$ cat config.mk
export PLATFORM = sky130hd
export DESIGN_NAME = sas_sequencer
export DESIGN_NICKNAME = d
export VERILOG_FILES = /design/src/sas_pkg.sv /design/src/sas_sequencer.sv /design/src/sas_timer.sv
export SDC_FILE = /design/constraint.sdc
export NUM_CORES = 2
export LEC_CHECK = 0
export ABC_AREA = 0
export BUFFER_PORTS_ARGS = -buffer_cell sky130_fd_sc_hd__buf_2
export CORE_MARGIN = 1.5
export CORE_UTILIZATION = 40
export CTS_CLUSTER_SIZE = 28
export DETAILED_ROUTE_END_ITERATION = 16
export PLACE_DENSITY_LB_ADDON = 0.3
export SYNTH_ARGS = -nofsm -noshare
export SYNTH_HDL_FRONTEND = slang
export SYNTH_SLANG_ARGS = --single-unit
$ cat constraint.sdc
create_clock -name clock -period 7.3 [get_ports clock]
set_input_delay 0 -clock clock [delete_from_list [all_inputs] [get_ports clock]]
set_output_delay 0 -clock clock [all_outputs]
set_load 0.01 [all_outputs]
$ cat src/sas_pkg.sv
package sas_pkg;

	// Timebase
	localparam int CLOCK_HZ = 50_000_000;
	localparam int CYC_PER_US = CLOCK_HZ / 1_000_000;

	// Fixed busy periods, in microseconds and in clock cycles
	localparam int INITIAL_BUSY_TIME_US = 1561;
	localparam int FINAL_BUSY_TIME_US = 1553;
	localparam int INITIAL_BUSY_CYC = INITIAL_BUSY_TIME_US * CYC_PER_US;
	localparam int FINAL_BUSY_CYC = FINAL_BUSY_TIME_US * CYC_PER_US;

	// Programmable ranges
	localparam int ACQ_DELAY_MAX_TIME_US = 335_500;
	localparam int INTEG_STEP_US = 10;
	localparam int INTEG_MIN_TIME_US = 3800;
	localparam int INTEG_MAX_TIME_US = 6_000_000;
	localparam int INTEG_MIN_STEPS = INTEG_MIN_TIME_US / INTEG_STEP_US;
	localparam int INTEG_MAX_STEPS = INTEG_MAX_TIME_US / INTEG_STEP_US;
	localparam int CS_HALF_US = INTEG_STEP_US / 2;

	// Down counter width: holds the longest window in cycles
	localparam int TIMER_W = 29;
	localparam int ADDR_W = 8;
	localparam int DATA_W = 32;

	// Register byte offsets
	localparam logic [ADDR_W-1:0] REG_CONTROL = 8'h00;
	localparam logic [ADDR_W-1:0] REG_STATUS = 8'h04;
	localparam logic [ADDR_W-1:0] REG_ACQ_DELAY = 8'h08;
	localparam logic [ADDR_W-1:0] REG_INTEG = 8'h0C;
	localparam logic [ADDR_W-1:0] REG_SS_DELAY = 8'h10;
	localparam logic [ADDR_W-1:0] REG_SS_WIDTH = 8'h14;
	localparam logic [ADDR_W-1:0] REG_CS_PERIOD = 8'h18;
	localparam logic [ADDR_W-1:0] REG_CS_LOW = 8'h1C;

	// Field positions
	localparam int CTRL_ACQUIRE_BIT = 0;
	localparam int CTRL_SRC_LSB = 1;
	localparam int CTRL_MODE_BIT = 3;
	localparam int STATUS_READY_BIT = 3;
	localparam int STATUS_ERR_BIT = 4;
	localparam int STATUS_BUSY_BIT = 5;

	typedef enum logic [1:0] {
		SRC_SOFTWARE = 2'h0,
		SRC_EXT_EDGE = 2'h1,
		SRC_EXT_LEVEL = 2'h2
	} sas_src_t;

	typedef enum logic {
		MODE_SINGLE = 1'h0,
		MODE_AVERAGE = 1'h1
	} sas_mode_t;

	// Gray along idle, initial delay, integration, final busy, transfer
	typedef enum logic [2:0] {
		ST_IDLE = 3'h0,
		ST_INIT = 3'h1,
		ST_INTEG = 3'h3,
		ST_FINAL = 3'h2,
		ST_XFER = 3'h6
	} sas_state_t;

	typedef struct packed {
		logic [ADDR_W-1:0] addr;
		logic [DATA_W-1:0] wdata;
		logic wr;
		logic rd;
	} sas_bus_t;

	typedef struct packed {
		sas_src_t src;
		logic [18:0] acq_delay;
		logic [19:0] integ;
		logic [23:0] ss_delay;
		logic [23:0] ss_width;
		logic [19:0] cs_period;
	} sas_cfg_t;

	// Values after reset
	localparam sas_src_t SRC_RST = SRC_SOFTWARE;
	localparam sas_mode_t MODE_RST = MODE_SINGLE;
	localparam logic [18:0] ACQ_DELAY_RST = 19'h00000;
	localparam logic [19:0] INTEG_RST = 20'(INTEG_MIN_STEPS);
	localparam logic [23:0] SS_DELAY_RST = 24'h000000;
	localparam logic [23:0] SS_WIDTH_RST = 24'h000000;
	localparam logic [19:0] CS_PERIOD_RST = 20'h00000;

endpackage : sas_pkg

$ cat src/sas_sequencer.sv
`timescale 1ns/1ns
//Function
// - One integration per cycle; spectrum handed over before another trigger is taken.
// - After reset the acquisition mode is single spectrum.
// - Triggers come from software, external rising edge or external level.
// - Trigger source resets to software; only a host request triggers then.
// - Each trigger runs initial delay, integration, final delay, then data return.
// - Initial delay equals programmed acquisition delay plus fixed 1561 us busy.
// - Acquisition delay ranges 0 to 335,500 us in 1 us steps.
// - Integration window is 3800 us to 6 s, 10 us steps; level mode ends it when the pin falls, at most 6 s; light only then.
// - Fixed 1553 us busy after integration, then transfer and become ready.
// - Single strobe rises after its delay from trigger, stays high its width.
// - Single strobe is forced low when integration ends.
// - Continuous strobe pulses at its period from integration start, 50% duty.
// - Whole continuous periods except in level mode; there a period that cannot finish is cut at integration end.
// - Continuous period in 10 us steps; outside level mode active only when shorter than integration.
// - Continuous strobe low time lies between zero and the period.
module sas_sequencer
	import sas_pkg::*;
#(
	parameter int P_US_CYC = CYC_PER_US,
	parameter int P_INITIAL_BUSY_CYC = INITIAL_BUSY_CYC,
	parameter int P_FINAL_BUSY_CYC = FINAL_BUSY_CYC
) (
	input wire logic clock, // System clock, 50 MHz
	input wire logic rst, // Asynchronous reset, active high
	input wire sas_bus_t bus, // Register port from software
	output logic [DATA_W-1:0] rdata_q, // Read data, cycle after the read strobe
	input wire logic ext_trigger, // External trigger pin, asynchronous
	input wire logic spectrum_taken, // Readout logic has moved the spectrum out
	output logic integrating_q, // Detector collects light while high
	output logic single_strobe_q, // Single strobe pin
	output logic cont_strobe_q, // Continuous strobe pin
	output logic spectrum_ready_q, // Spectrum waits for transfer
	output logic busy_q // Acquisition cycle or transfer in progress
);

	sas_cfg_t cfg_q;
	sas_state_t state_q;
	sas_state_t state_d;
	logic ext_meta_q, ext_sync_q, ext_prev_q;
	logic lvl_mode_q, lvl_err_q;
	logic [1:0] ss_phase_q;
	logic cs_on_q, cs_hi_q;

	// Register decode
	wire wr_ctrl = bus.wr && (bus.addr == REG_CONTROL);
	wire wr_stat = bus.wr && (bus.addr == REG_STATUS);
	wire wr_acq = bus.wr && (bus.addr == REG_ACQ_DELAY);
	wire wr_integ = bus.wr && (bus.addr == REG_INTEG);
	wire wr_ssd = bus.wr && (bus.addr == REG_SS_DELAY);
	wire wr_ssw = bus.wr && (bus.addr == REG_SS_WIDTH);
	wire wr_csp = bus.wr && (bus.addr == REG_CS_PERIOD);
	wire sw_req = wr_ctrl && bus.wdata[CTRL_ACQUIRE_BIT];
	wire [1:0] src_wr = bus.wdata[CTRL_SRC_LSB +: 2];

	// Out-of-range writes are clamped so the sequencer never sees an illegal time
	wire [18:0] acq_wr = (bus.wdata > DATA_W'(ACQ_DELAY_MAX_TIME_US))
		? 19'(ACQ_DELAY_MAX_TIME_US) : bus.wdata[18:0];
	wire [19:0] integ_wr = (bus.wdata < DATA_W'(INTEG_MIN_STEPS)) ? 20'(INTEG_MIN_STEPS)
		: (bus.wdata > DATA_W'(INTEG_MAX_STEPS)) ? 20'(INTEG_MAX_STEPS)
		: bus.wdata[19:0];
	wire [19:0] csp_wr = (bus.wdata > DATA_W'(INTEG_MAX_STEPS))
		? 20'(INTEG_MAX_STEPS) : bus.wdata[19:0];
	wire src_ok = (src_wr == SRC_SOFTWARE) || (src_wr == SRC_EXT_EDGE)
		|| (src_wr == SRC_EXT_LEVEL);

	// Configuration registers; a reserved source code leaves the source unchanged
	always_ff @(posedge clock or posedge rst) begin
		if (rst) begin
			cfg_q <= '{src: SRC_RST, acq_delay: ACQ_DELAY_RST, integ: INTEG_RST,
				ss_delay: SS_DELAY_RST, ss_width: SS_WIDTH_RST,
				cs_period: CS_PERIOD_RST};
		end else begin
			if (wr_ctrl && src_ok) cfg_q.src <= sas_src_t'(src_wr);
			if (wr_acq) cfg_q.acq_delay <= acq_wr;
			if (wr_integ) cfg_q.integ <= integ_wr;
			if (wr_ssd) cfg_q.ss_delay <= bus.wdata[23:0];
			if (wr_ssw) cfg_q.ss_width <= bus.wdata[23:0];
			if (wr_csp) cfg_q.cs_period <= csp_wr;
		end
	end

	// Trigger pin synchroniser; only the second and third stages feed the edge logic
	always_ff @(posedge clock or posedge rst) begin
		if (rst) begin
			ext_meta_q <= 1'b0;
			ext_sync_q <= 1'b0;
			ext_prev_q <= 1'b0;
		end else begin
			ext_meta_q <= ext_trigger;
			ext_sync_q <= ext_meta_q;
			ext_prev_q <= ext_sync_q;
		end
	end

	wire ext_rise = ext_sync_q && !ext_prev_q;
	wire ext_fall = !ext_sync_q && ext_prev_q;

	// Phase timing in cycles
	wire [TIMER_W-1:0] init_cyc = TIMER_W'(cfg_q.acq_delay * P_US_CYC + P_INITIAL_BUSY_CYC);
	wire [TIMER_W-1:0] integ_cyc = TIMER_W'(cfg_q.integ * INTEG_STEP_US * P_US_CYC);
	wire [TIMER_W-1:0] integ_max_cyc = TIMER_W'(INTEG_MAX_TIME_US * P_US_CYC);
	wire [TIMER_W-1:0] lvl_err_cyc = TIMER_W'((INTEG_MAX_TIME_US - INTEG_MIN_TIME_US) * P_US_CYC);
	wire [TIMER_W-1:0] final_cyc = TIMER_W'(P_FINAL_BUSY_CYC);
	wire [TIMER_W-1:0] cs_per_cyc = TIMER_W'(cfg_q.cs_period * INTEG_STEP_US * P_US_CYC);
	wire [TIMER_W-1:0] cs_half_cyc = TIMER_W'(cfg_q.cs_period * CS_HALF_US * P_US_CYC);
	wire [TIMER_W-1:0] ssd_cyc = TIMER_W'(cfg_q.ss_delay * P_US_CYC);
	wire [TIMER_W-1:0] ssw_cyc = TIMER_W'(cfg_q.ss_width * P_US_CYC);

	logic ph_done, ss_done, cs_done;
	logic [TIMER_W-1:0] ph_remain;

	// Sequence events; triggers outside idle fall on the floor
	wire idle = (state_q == ST_IDLE);
	wire trig_evt = idle && (((cfg_q.src == SRC_SOFTWARE) && sw_req)
		|| ((cfg_q.src != SRC_SOFTWARE) && ext_rise));
	wire init_done = (state_q == ST_INIT) && ph_done;
	wire integ_end = (state_q == ST_INTEG)
		&& (ph_done || (lvl_mode_q && ext_fall));
	wire final_done = (state_q == ST_FINAL) && ph_done;
	wire taken = (state_q == ST_XFER) && spectrum_taken;
	wire lvl_short = integ_end && lvl_mode_q && (ph_remain > lvl_err_cyc);

	// Level mode runs on the pin width, capped at the longest window
	wire ph_load = trig_evt || init_done || integ_end;
	wire [TIMER_W-1:0] ph_value = trig_evt ? init_cyc
		: init_done ? (lvl_mode_q ? integ_max_cyc : integ_cyc) : final_cyc;

	// Next state
	always_comb begin
		state_d = state_q;
		case (state_q)
			ST_IDLE: if (trig_evt) state_d = ST_INIT;
			ST_INIT: if (init_done) state_d = ST_INTEG;
			ST_INTEG: if (integ_end) state_d = ST_FINAL;
			ST_FINAL: if (final_done) state_d = ST_XFER;
			ST_XFER: if (taken) state_d = ST_IDLE;
			default: state_d = ST_IDLE;
		endcase
	end

	sas_timer #(.W(TIMER_W)) u_phase (
		.clock(clock),
		.rst(rst),
		.load(ph_load),
		.value(ph_value),
		.done(ph_done),
		.remain(ph_remain)
	);

	// Sequencer state, level latch and the sticky short-pulse error; set wins
	always_ff @(posedge clock or posedge rst) begin
		if (rst) begin
			state_q <= ST_IDLE;
			lvl_mode_q <= 1'b0;
			lvl_err_q <= 1'b0;
		end else begin
			state_q <= state_d;
			if (trig_evt) lvl_mode_q <= (cfg_q.src == SRC_EXT_LEVEL);
			lvl_err_q <= lvl_short || (lvl_err_q && !(wr_stat && bus.wdata[STATUS_ERR_BIT]));
		end
	end

	// Single strobe: 0 idle, 1 counting delay, 2 high
	wire ss_rise = (ss_phase_q == 2'h1) && ss_done && (cfg_q.ss_width != 24'h000000);
	wire ss_stop = integ_end || ((ss_phase_q != 2'h0) && ss_done && !ss_rise);
	wire ss_load = trig_evt || ss_rise;

	sas_timer #(.W(TIMER_W)) u_single (
		.clock(clock),
		.rst(rst),
		.load(ss_load),
		.value(trig_evt ? ssd_cyc : ssw_cyc),
		.done(ss_done),
		.remain()
	);

	always_ff @(posedge clock or posedge rst) begin
		if (rst) begin
			ss_phase_q <= 2'h0;
			single_strobe_q <= 1'b0;
		end else if (trig_evt) begin
			ss_phase_q <= 2'h1;
		end else if (ss_stop) begin
			ss_phase_q <= 2'h0;
			single_strobe_q <= 1'b0;
		end else if (ss_rise) begin
			ss_phase_q <= 2'h2;
			single_strobe_q <= 1'b1;
		end
	end

	// Continuous strobe; edge mode checks a whole period still fits, level mode
	// cannot know the end in advance and is simply cut at integration end
	wire cs_enable = (cfg_q.cs_period != 20'h00000)
		&& (lvl_mode_q || (cfg_q.cs_period < cfg_q.integ));
	wire cs_period_end = cs_on_q && !cs_hi_q && cs_done;
	wire cs_start = (init_done && cs_enable) || (cs_period_end && !integ_end
		&& (lvl_mode_q || (ph_remain > cs_per_cyc)));
	wire cs_fall = cs_on_q && cs_hi_q && cs_done;

	sas_timer #(.W(TIMER_W)) u_cont (
		.clock(clock),
		.rst(rst),
		.load(cs_start || cs_fall),
		.value(cs_half_cyc),
		.done(cs_done),
		.remain()
	);

	always_ff @(posedge clock or posedge rst) begin
		if (rst) begin
			cs_on_q <= 1'b0;
			cs_hi_q <= 1'b0;
		end else if (integ_end || (cs_period_end && !cs_start)) begin
			cs_on_q <= 1'b0;
			cs_hi_q <= 1'b0;
		end else if (cs_start) begin
			cs_on_q <= 1'b1;
			cs_hi_q <= 1'b1;
		end else if (cs_fall) begin
			cs_hi_q <= 1'b0;
		end
	end

	// Read mux; unmapped addresses read zero
	wire [DATA_W-1:0] ctrl_rd = DATA_W'({MODE_RST, cfg_q.src, 1'b0});
	wire [DATA_W-1:0] stat_rd = DATA_W'({busy_q, lvl_err_q, spectrum_ready_q, state_q});
	wire [DATA_W-1:0] cs_low_rd = DATA_W'(cfg_q.cs_period * CS_HALF_US);
	wire [DATA_W-1:0] rd_mux = (bus.addr == REG_CONTROL) ? ctrl_rd
		: (bus.addr == REG_STATUS) ? stat_rd
		: (bus.addr == REG_ACQ_DELAY) ? DATA_W'(cfg_q.acq_delay)
		: (bus.addr == REG_INTEG) ? DATA_W'(cfg_q.integ)
		: (bus.addr == REG_SS_DELAY) ? DATA_W'(cfg_q.ss_delay)
		: (bus.addr == REG_SS_WIDTH) ? DATA_W'(cfg_q.ss_width)
		: (bus.addr == REG_CS_PERIOD) ? DATA_W'(cfg_q.cs_period)
		: (bus.addr == REG_CS_LOW) ? cs_low_rd : '0;

	// Outputs all leave from flops; read data stands one cycle only
	always_ff @(posedge clock or posedge rst) begin
		if (rst) begin
			rdata_q <= '0;
			integrating_q <= 1'b0;
			cont_strobe_q <= 1'b0;
			spectrum_ready_q <= 1'b0;
			busy_q <= 1'b0;
		end else begin
			rdata_q <= bus.rd ? rd_mux : '0;
			integrating_q <= (state_d == ST_INTEG);
			cont_strobe_q <= (cs_start || (cs_hi_q && !cs_fall)) && !integ_end;
			spectrum_ready_q <= (state_d == ST_XFER);
			busy_q <= (state_d != ST_IDLE);
		end
	end

	// Helper counters for the checks below
	logic [TIMER_W-1:0] dwell_q, since_trig_q, cs_hi_cnt_q;
	always_ff @(posedge clock or posedge rst) begin
		if (rst) begin
			dwell_q <= '0;
			since_trig_q <= '0;
			cs_hi_cnt_q <= '0;
		end else begin
			dwell_q <= (state_d != state_q) ? '0 : dwell_q + TIMER_W'(1);
			since_trig_q <= trig_evt ? '0 : since_trig_q + TIMER_W'(1);
			cs_hi_cnt_q <= cont_strobe_q ? cs_hi_cnt_q + TIMER_W'(1) : '0;
		end
	end
endmodule : sas_sequencer

$ cat src/sas_timer.sv
`timescale 1ns/1ns
module sas_timer
	import sas_pkg::*;
#(
	parameter int W = TIMER_W
) (
	input wire logic clock, // System clock
	input wire logic rst, // Asynchronous reset, active high
	input wire logic load, // Start a new count
	input wire logic [W-1:0] value, // Cycles to run, zero acts as one
	output logic done, // High in the last cycle of the count
	output logic [W-1:0] remain // Cycles left, current one included
);

	logic [W-1:0] cnt_q;
	logic run_q;

	// Done is decoded so the caller can act on the very last cycle
	assign done = run_q && (cnt_q <= W'(1));
	assign remain = cnt_q;

	// Load beats expiry so back to back phases never lose a cycle
	always_ff @(posedge clock or posedge rst) begin
		if (rst) begin
			cnt_q <= '0;
			run_q <= 1'b0;
		end else if (load) begin
			cnt_q <= value;
			run_q <= 1'b1;
		end else if (done) begin
			cnt_q <= '0;
			run_q <= 1'b0;
		end else if (run_q) begin
			cnt_q <= cnt_q - W'(1);
		end
	end

endmodule : sas_timer

==> impl_metrics.toml <==
[logic_synthesis]
synth-main-ff-cell = "dfrtp_1"
synth-edff-count = 0
synth.distinct_cells = 87
syn_area_per_cell_um2 = 8.486
yosys_warnings = 0
synth_top_area_cell = "ha_1"
ys_ff_latch = 240
yosysMostFrequentCell = "ha_1"
synthCells = 3274
async_flop_share_pct = 100.0
syn_area_um2 = 27780
synth_top_area_share_pct = 22.16
yosys-top-cells-area = "ha_1 22%, dfrtp_1 21%, fa_1 6.5%"
yosys-top-cells-count = "492 x ha_1, 479 x inv_1, 234 x dfrtp_1"
yosysSeqAreaShare_pct = 21.64

[power]
p_leak_nw = 15.87
power.density_nw_per_um2 = 297.3
ir_drop_v = 0.0003725
power_mw = 9.196

[cts]
clk_latency_ns = 0.60
cts-htree-levels = 1
cts_inserted_buffers = 29
cts_sinks = 240
cts_tree = "done"
clk_pin_slew_worst_paths_ns = 0.06
clk_path_buf_depth = 3
cts-root-buf = "clkbuf_16"

[drt]
finalWirelength_um = 83790
drtPass1Iterations = 7
antenna_left = 0
wl_per_cell_um = 19.31
via_count = 24460
post_drt_via_cell_ratio = 5.635
drtIter0Drc = 1775
drc = 0

[setup_path]
crit_cells = 34
critPathSlowestCell = "fa_1"
r2r_start = "cfg_q[1]$_DFFE_PP0P_"
reg2reg_to = "u_cont.remain[1]$_DFFE_PP0P_"
worst_ep_arrival_time_ns = 7.41
path_delay_family = "adder cells"
critical_path_class = "reg2reg"
slowest_delay_ns = 0.52
cp_num_buf_inv = 4
cpMostUsedCell = "ha_1"
ff2ff_setup_slack_ns = 0.34
r2r_cells = 34
required_ns = 7.75
crit_path_end_kind = "flip-flop"
crit_path_start_kind = "flip-flop"
crit_fanout = 11

[timing]
setup_violations = 0
slew_viol_final = 0
relSlewSlack_pct = 16.68
worst_clock_skew_ns = 0.02371
fin_crit_sh_pct = 95.30
min_period_ns = 6.957
worst_slew_pin_slew_ns = 1.247
max_freq_ghz = 0.1437
hold_viol_final = 0

[floorplanning]
rows = 96
die_area_um2 = 71050
die_h_um = 266.6
die_w_um = 266.6
start_util_pct = 40.44
core_area_um2 = 68710
boundaryPins = 83

[flow_run]
cap_violations = 0

[finish]
nNetsFinal = 4011
area_growth_pct = 11.34
fill_cells = 6833
utilization_pct = 45.03
multiInputGateArea_um2 = 19740
drive_gt1_share_pct = 9.278
seq_area_um2 = 6016
final_cells = 4340
postLayoutCellArea_um2 = 30940

[outcome]
status = "finished clean"

[min_path]
hp-class = "in2reg"
hold_path_depth = 2
hold_end = "ext_meta_q$_DFF_PP0_"
hold_start = "ext_trigger"

[place]
dp_cells = 4240
gp_congestion = 0.9482
place_area_um2 = 29340
hpwl_um = 66280
portBuffers = 74

[global_routing]
grt_pass1_vias = 23550
grt_pass1_wl_um = 131400
track_usage_pct = 23.34
grt_max_degree = 113
overflow = 0
grt_antenna_before_repair = 12
==> per-layer routing <==
| metal | vias up | part of all wire (%) | GRT usage [%] | wire (um) |
|---|---|---|---|---|
| li1 | 11800 | - | - | - |
| met1 | 11710 | 45 | 31.83 | 37790 |
| met2 | 725 | 44 | 36.97 | 36820 |
| met3 | 202 | 6.5 | 3.570 | 5433 |
| met4 | 16 | 4.3 | 9.168 | 3627 |
| met5 | - | 0.13 | 0 | 106 |
==> how the worst max path moves through the flow <==
stage | start | to | slack, ns
finish | cfg_q[1]$_DFFE_PP0P_ | u_cont.remain[1]$_DFFE_PP0P_ | 0.34
global route | cfg_q[1]$_DFFE_PP0P_ | u_cont.remain[1]$_DFFE_PP0P_ | -0.07
CTS | cfg_q[1]$_DFFE_PP0P_ | u_cont.remain[1]$_DFFE_PP0P_ | 0.003
detailed placement | cfg_q[1]$_DFFE_PP0P_ | u_cont.remain[1]$_DFFE_PP0P_ | 0.0008
global placement | cfg_q[1]$_DFFE_PP0P_ | u_cont.remain[1]$_DFFE_PP0P_ | 0.08
floorplan | cfg_q[1]$_DFFE_PP0P_ | u_cont.remain[23]$_DFFE_PP0P_ | 0.36
==> layout by cell type (no fill, tap or decap), drive strengths merged, types with 12 or more instances in the layout <==
cell type / netlist / routed
fa: 90 / 90
dlygate4sd3: 0 / 31
a22oi: 26 / 26
inv: 480 / 481
or3: 22 / 22
o211ai: 21 / 21
o21ai: 170 / 170
nand4: 28 / 28
o31ai: 15 / 15
o21bai: 20 / 20
xor2: 61 / 61
buf: 23 / 137
nor3: 85 / 85
a221oi: 19 / 19
nor2: 196 / 196
nand2: 215 / 215
o21a: 40 / 40
xnor2: 103 / 103
mux2: 50 / 50
a21oi: 231 / 231
a31oi: 44 / 44
and3: 29 / 29
nor2b: 30 / 30
or4: 12 / 12
a211oi: 19 / 19
o22ai: 26 / 26
ha: 492 / 492
nand2b: 29 / 29
dfrtp: 234 / 234
and2: 20 / 20
mux2i: 17 / 17
clkbuf: 75 / 40
a21o: 64 / 64
nor4: 38 / 38
nand3: 60 / 60
a31o: 14 / 14
==> repair_timing <==
| action | 4_1_cts | 5_1_grt |
|---|---|---|
| setup buffers | 1 | 9 |
| hold buffers | 31 | 0 |
| hold endpoints to repair | 225 | 0 |
| pin swaps | 2 | 14 |
| gates cloned | 0 | 1 |
| resized for setup | 1 | 39 |
| endpoints found under the setup margin | 3 | 31 |
==> through the flow <==
stage	setup WS (ns)	setup TNS, ns	hold WS (ns)
2_1_floorplan	0.3562	0	0.03143
3_3_place_gp	0.08141	0	0.1226
3_5_place_dp	0.0008265	0	0.1147
4_1_cts	0.003072	0	0.04624
5_1_grt	-0.07433	-0.3491	0.07005
6_report	0.3434	0	0.06640
==> layout make-up <==
class | count | area share [%]
multi-input combinational | 2463 | 63.81
sequential | 240 | 19.45
inverter | 480 | 5.848
timing repair buffer | 169 | 3.842
tap | 931 | 3.765
clock buffer | 39 | 2.597
clock inverter | 15 | 0.6673
antenna | 3 | 0.02427
==> registers in the layout, indices dropped and copies added, names as in the netlist <==
name	flops
ss_phase_q	2
u_cont.remain	29
u_phase.run_q	1
spectrum_ready_q	1
ext_sync_q	1
single_strobe_q	1
cfg_q	109
rdata_q	24
u_phase.remain	29
u_single.run_q	1
cs_on_q	1
ext_meta_q	1
state_q	3
u_single.remain	29
ext_prev_q	1
lvl_err_q	1
cs_hi_q	1
integrating_q	1
lvl_mode_q	1
busy_q	1
u_cont.run_q	1
cont_strobe_q	1
==> report_power, final <==
group          switching (mW)  internal [mW]  leakage, nW  total [mW]
Sequential             0.0605           1.36         2.98        1.42
Clock                   0.643          0.918        0.492        1.56
Combinational            3.58           2.63         12.4        6.21
Total                    4.28           4.91         15.9        9.20
==> cells by family after synthesis <==
kind of cell	count (synthesis)	synth area share, %
compound gates	835	19.61
xor+xnor	164	5.170
fa+ha+maj	582	28.64
buf+inv	578	8.007
flops	240	21.64
mux	67	2.639
other cells	1	0.01350
simple gates	807	14.28
(Power assumes the default switching activity.)
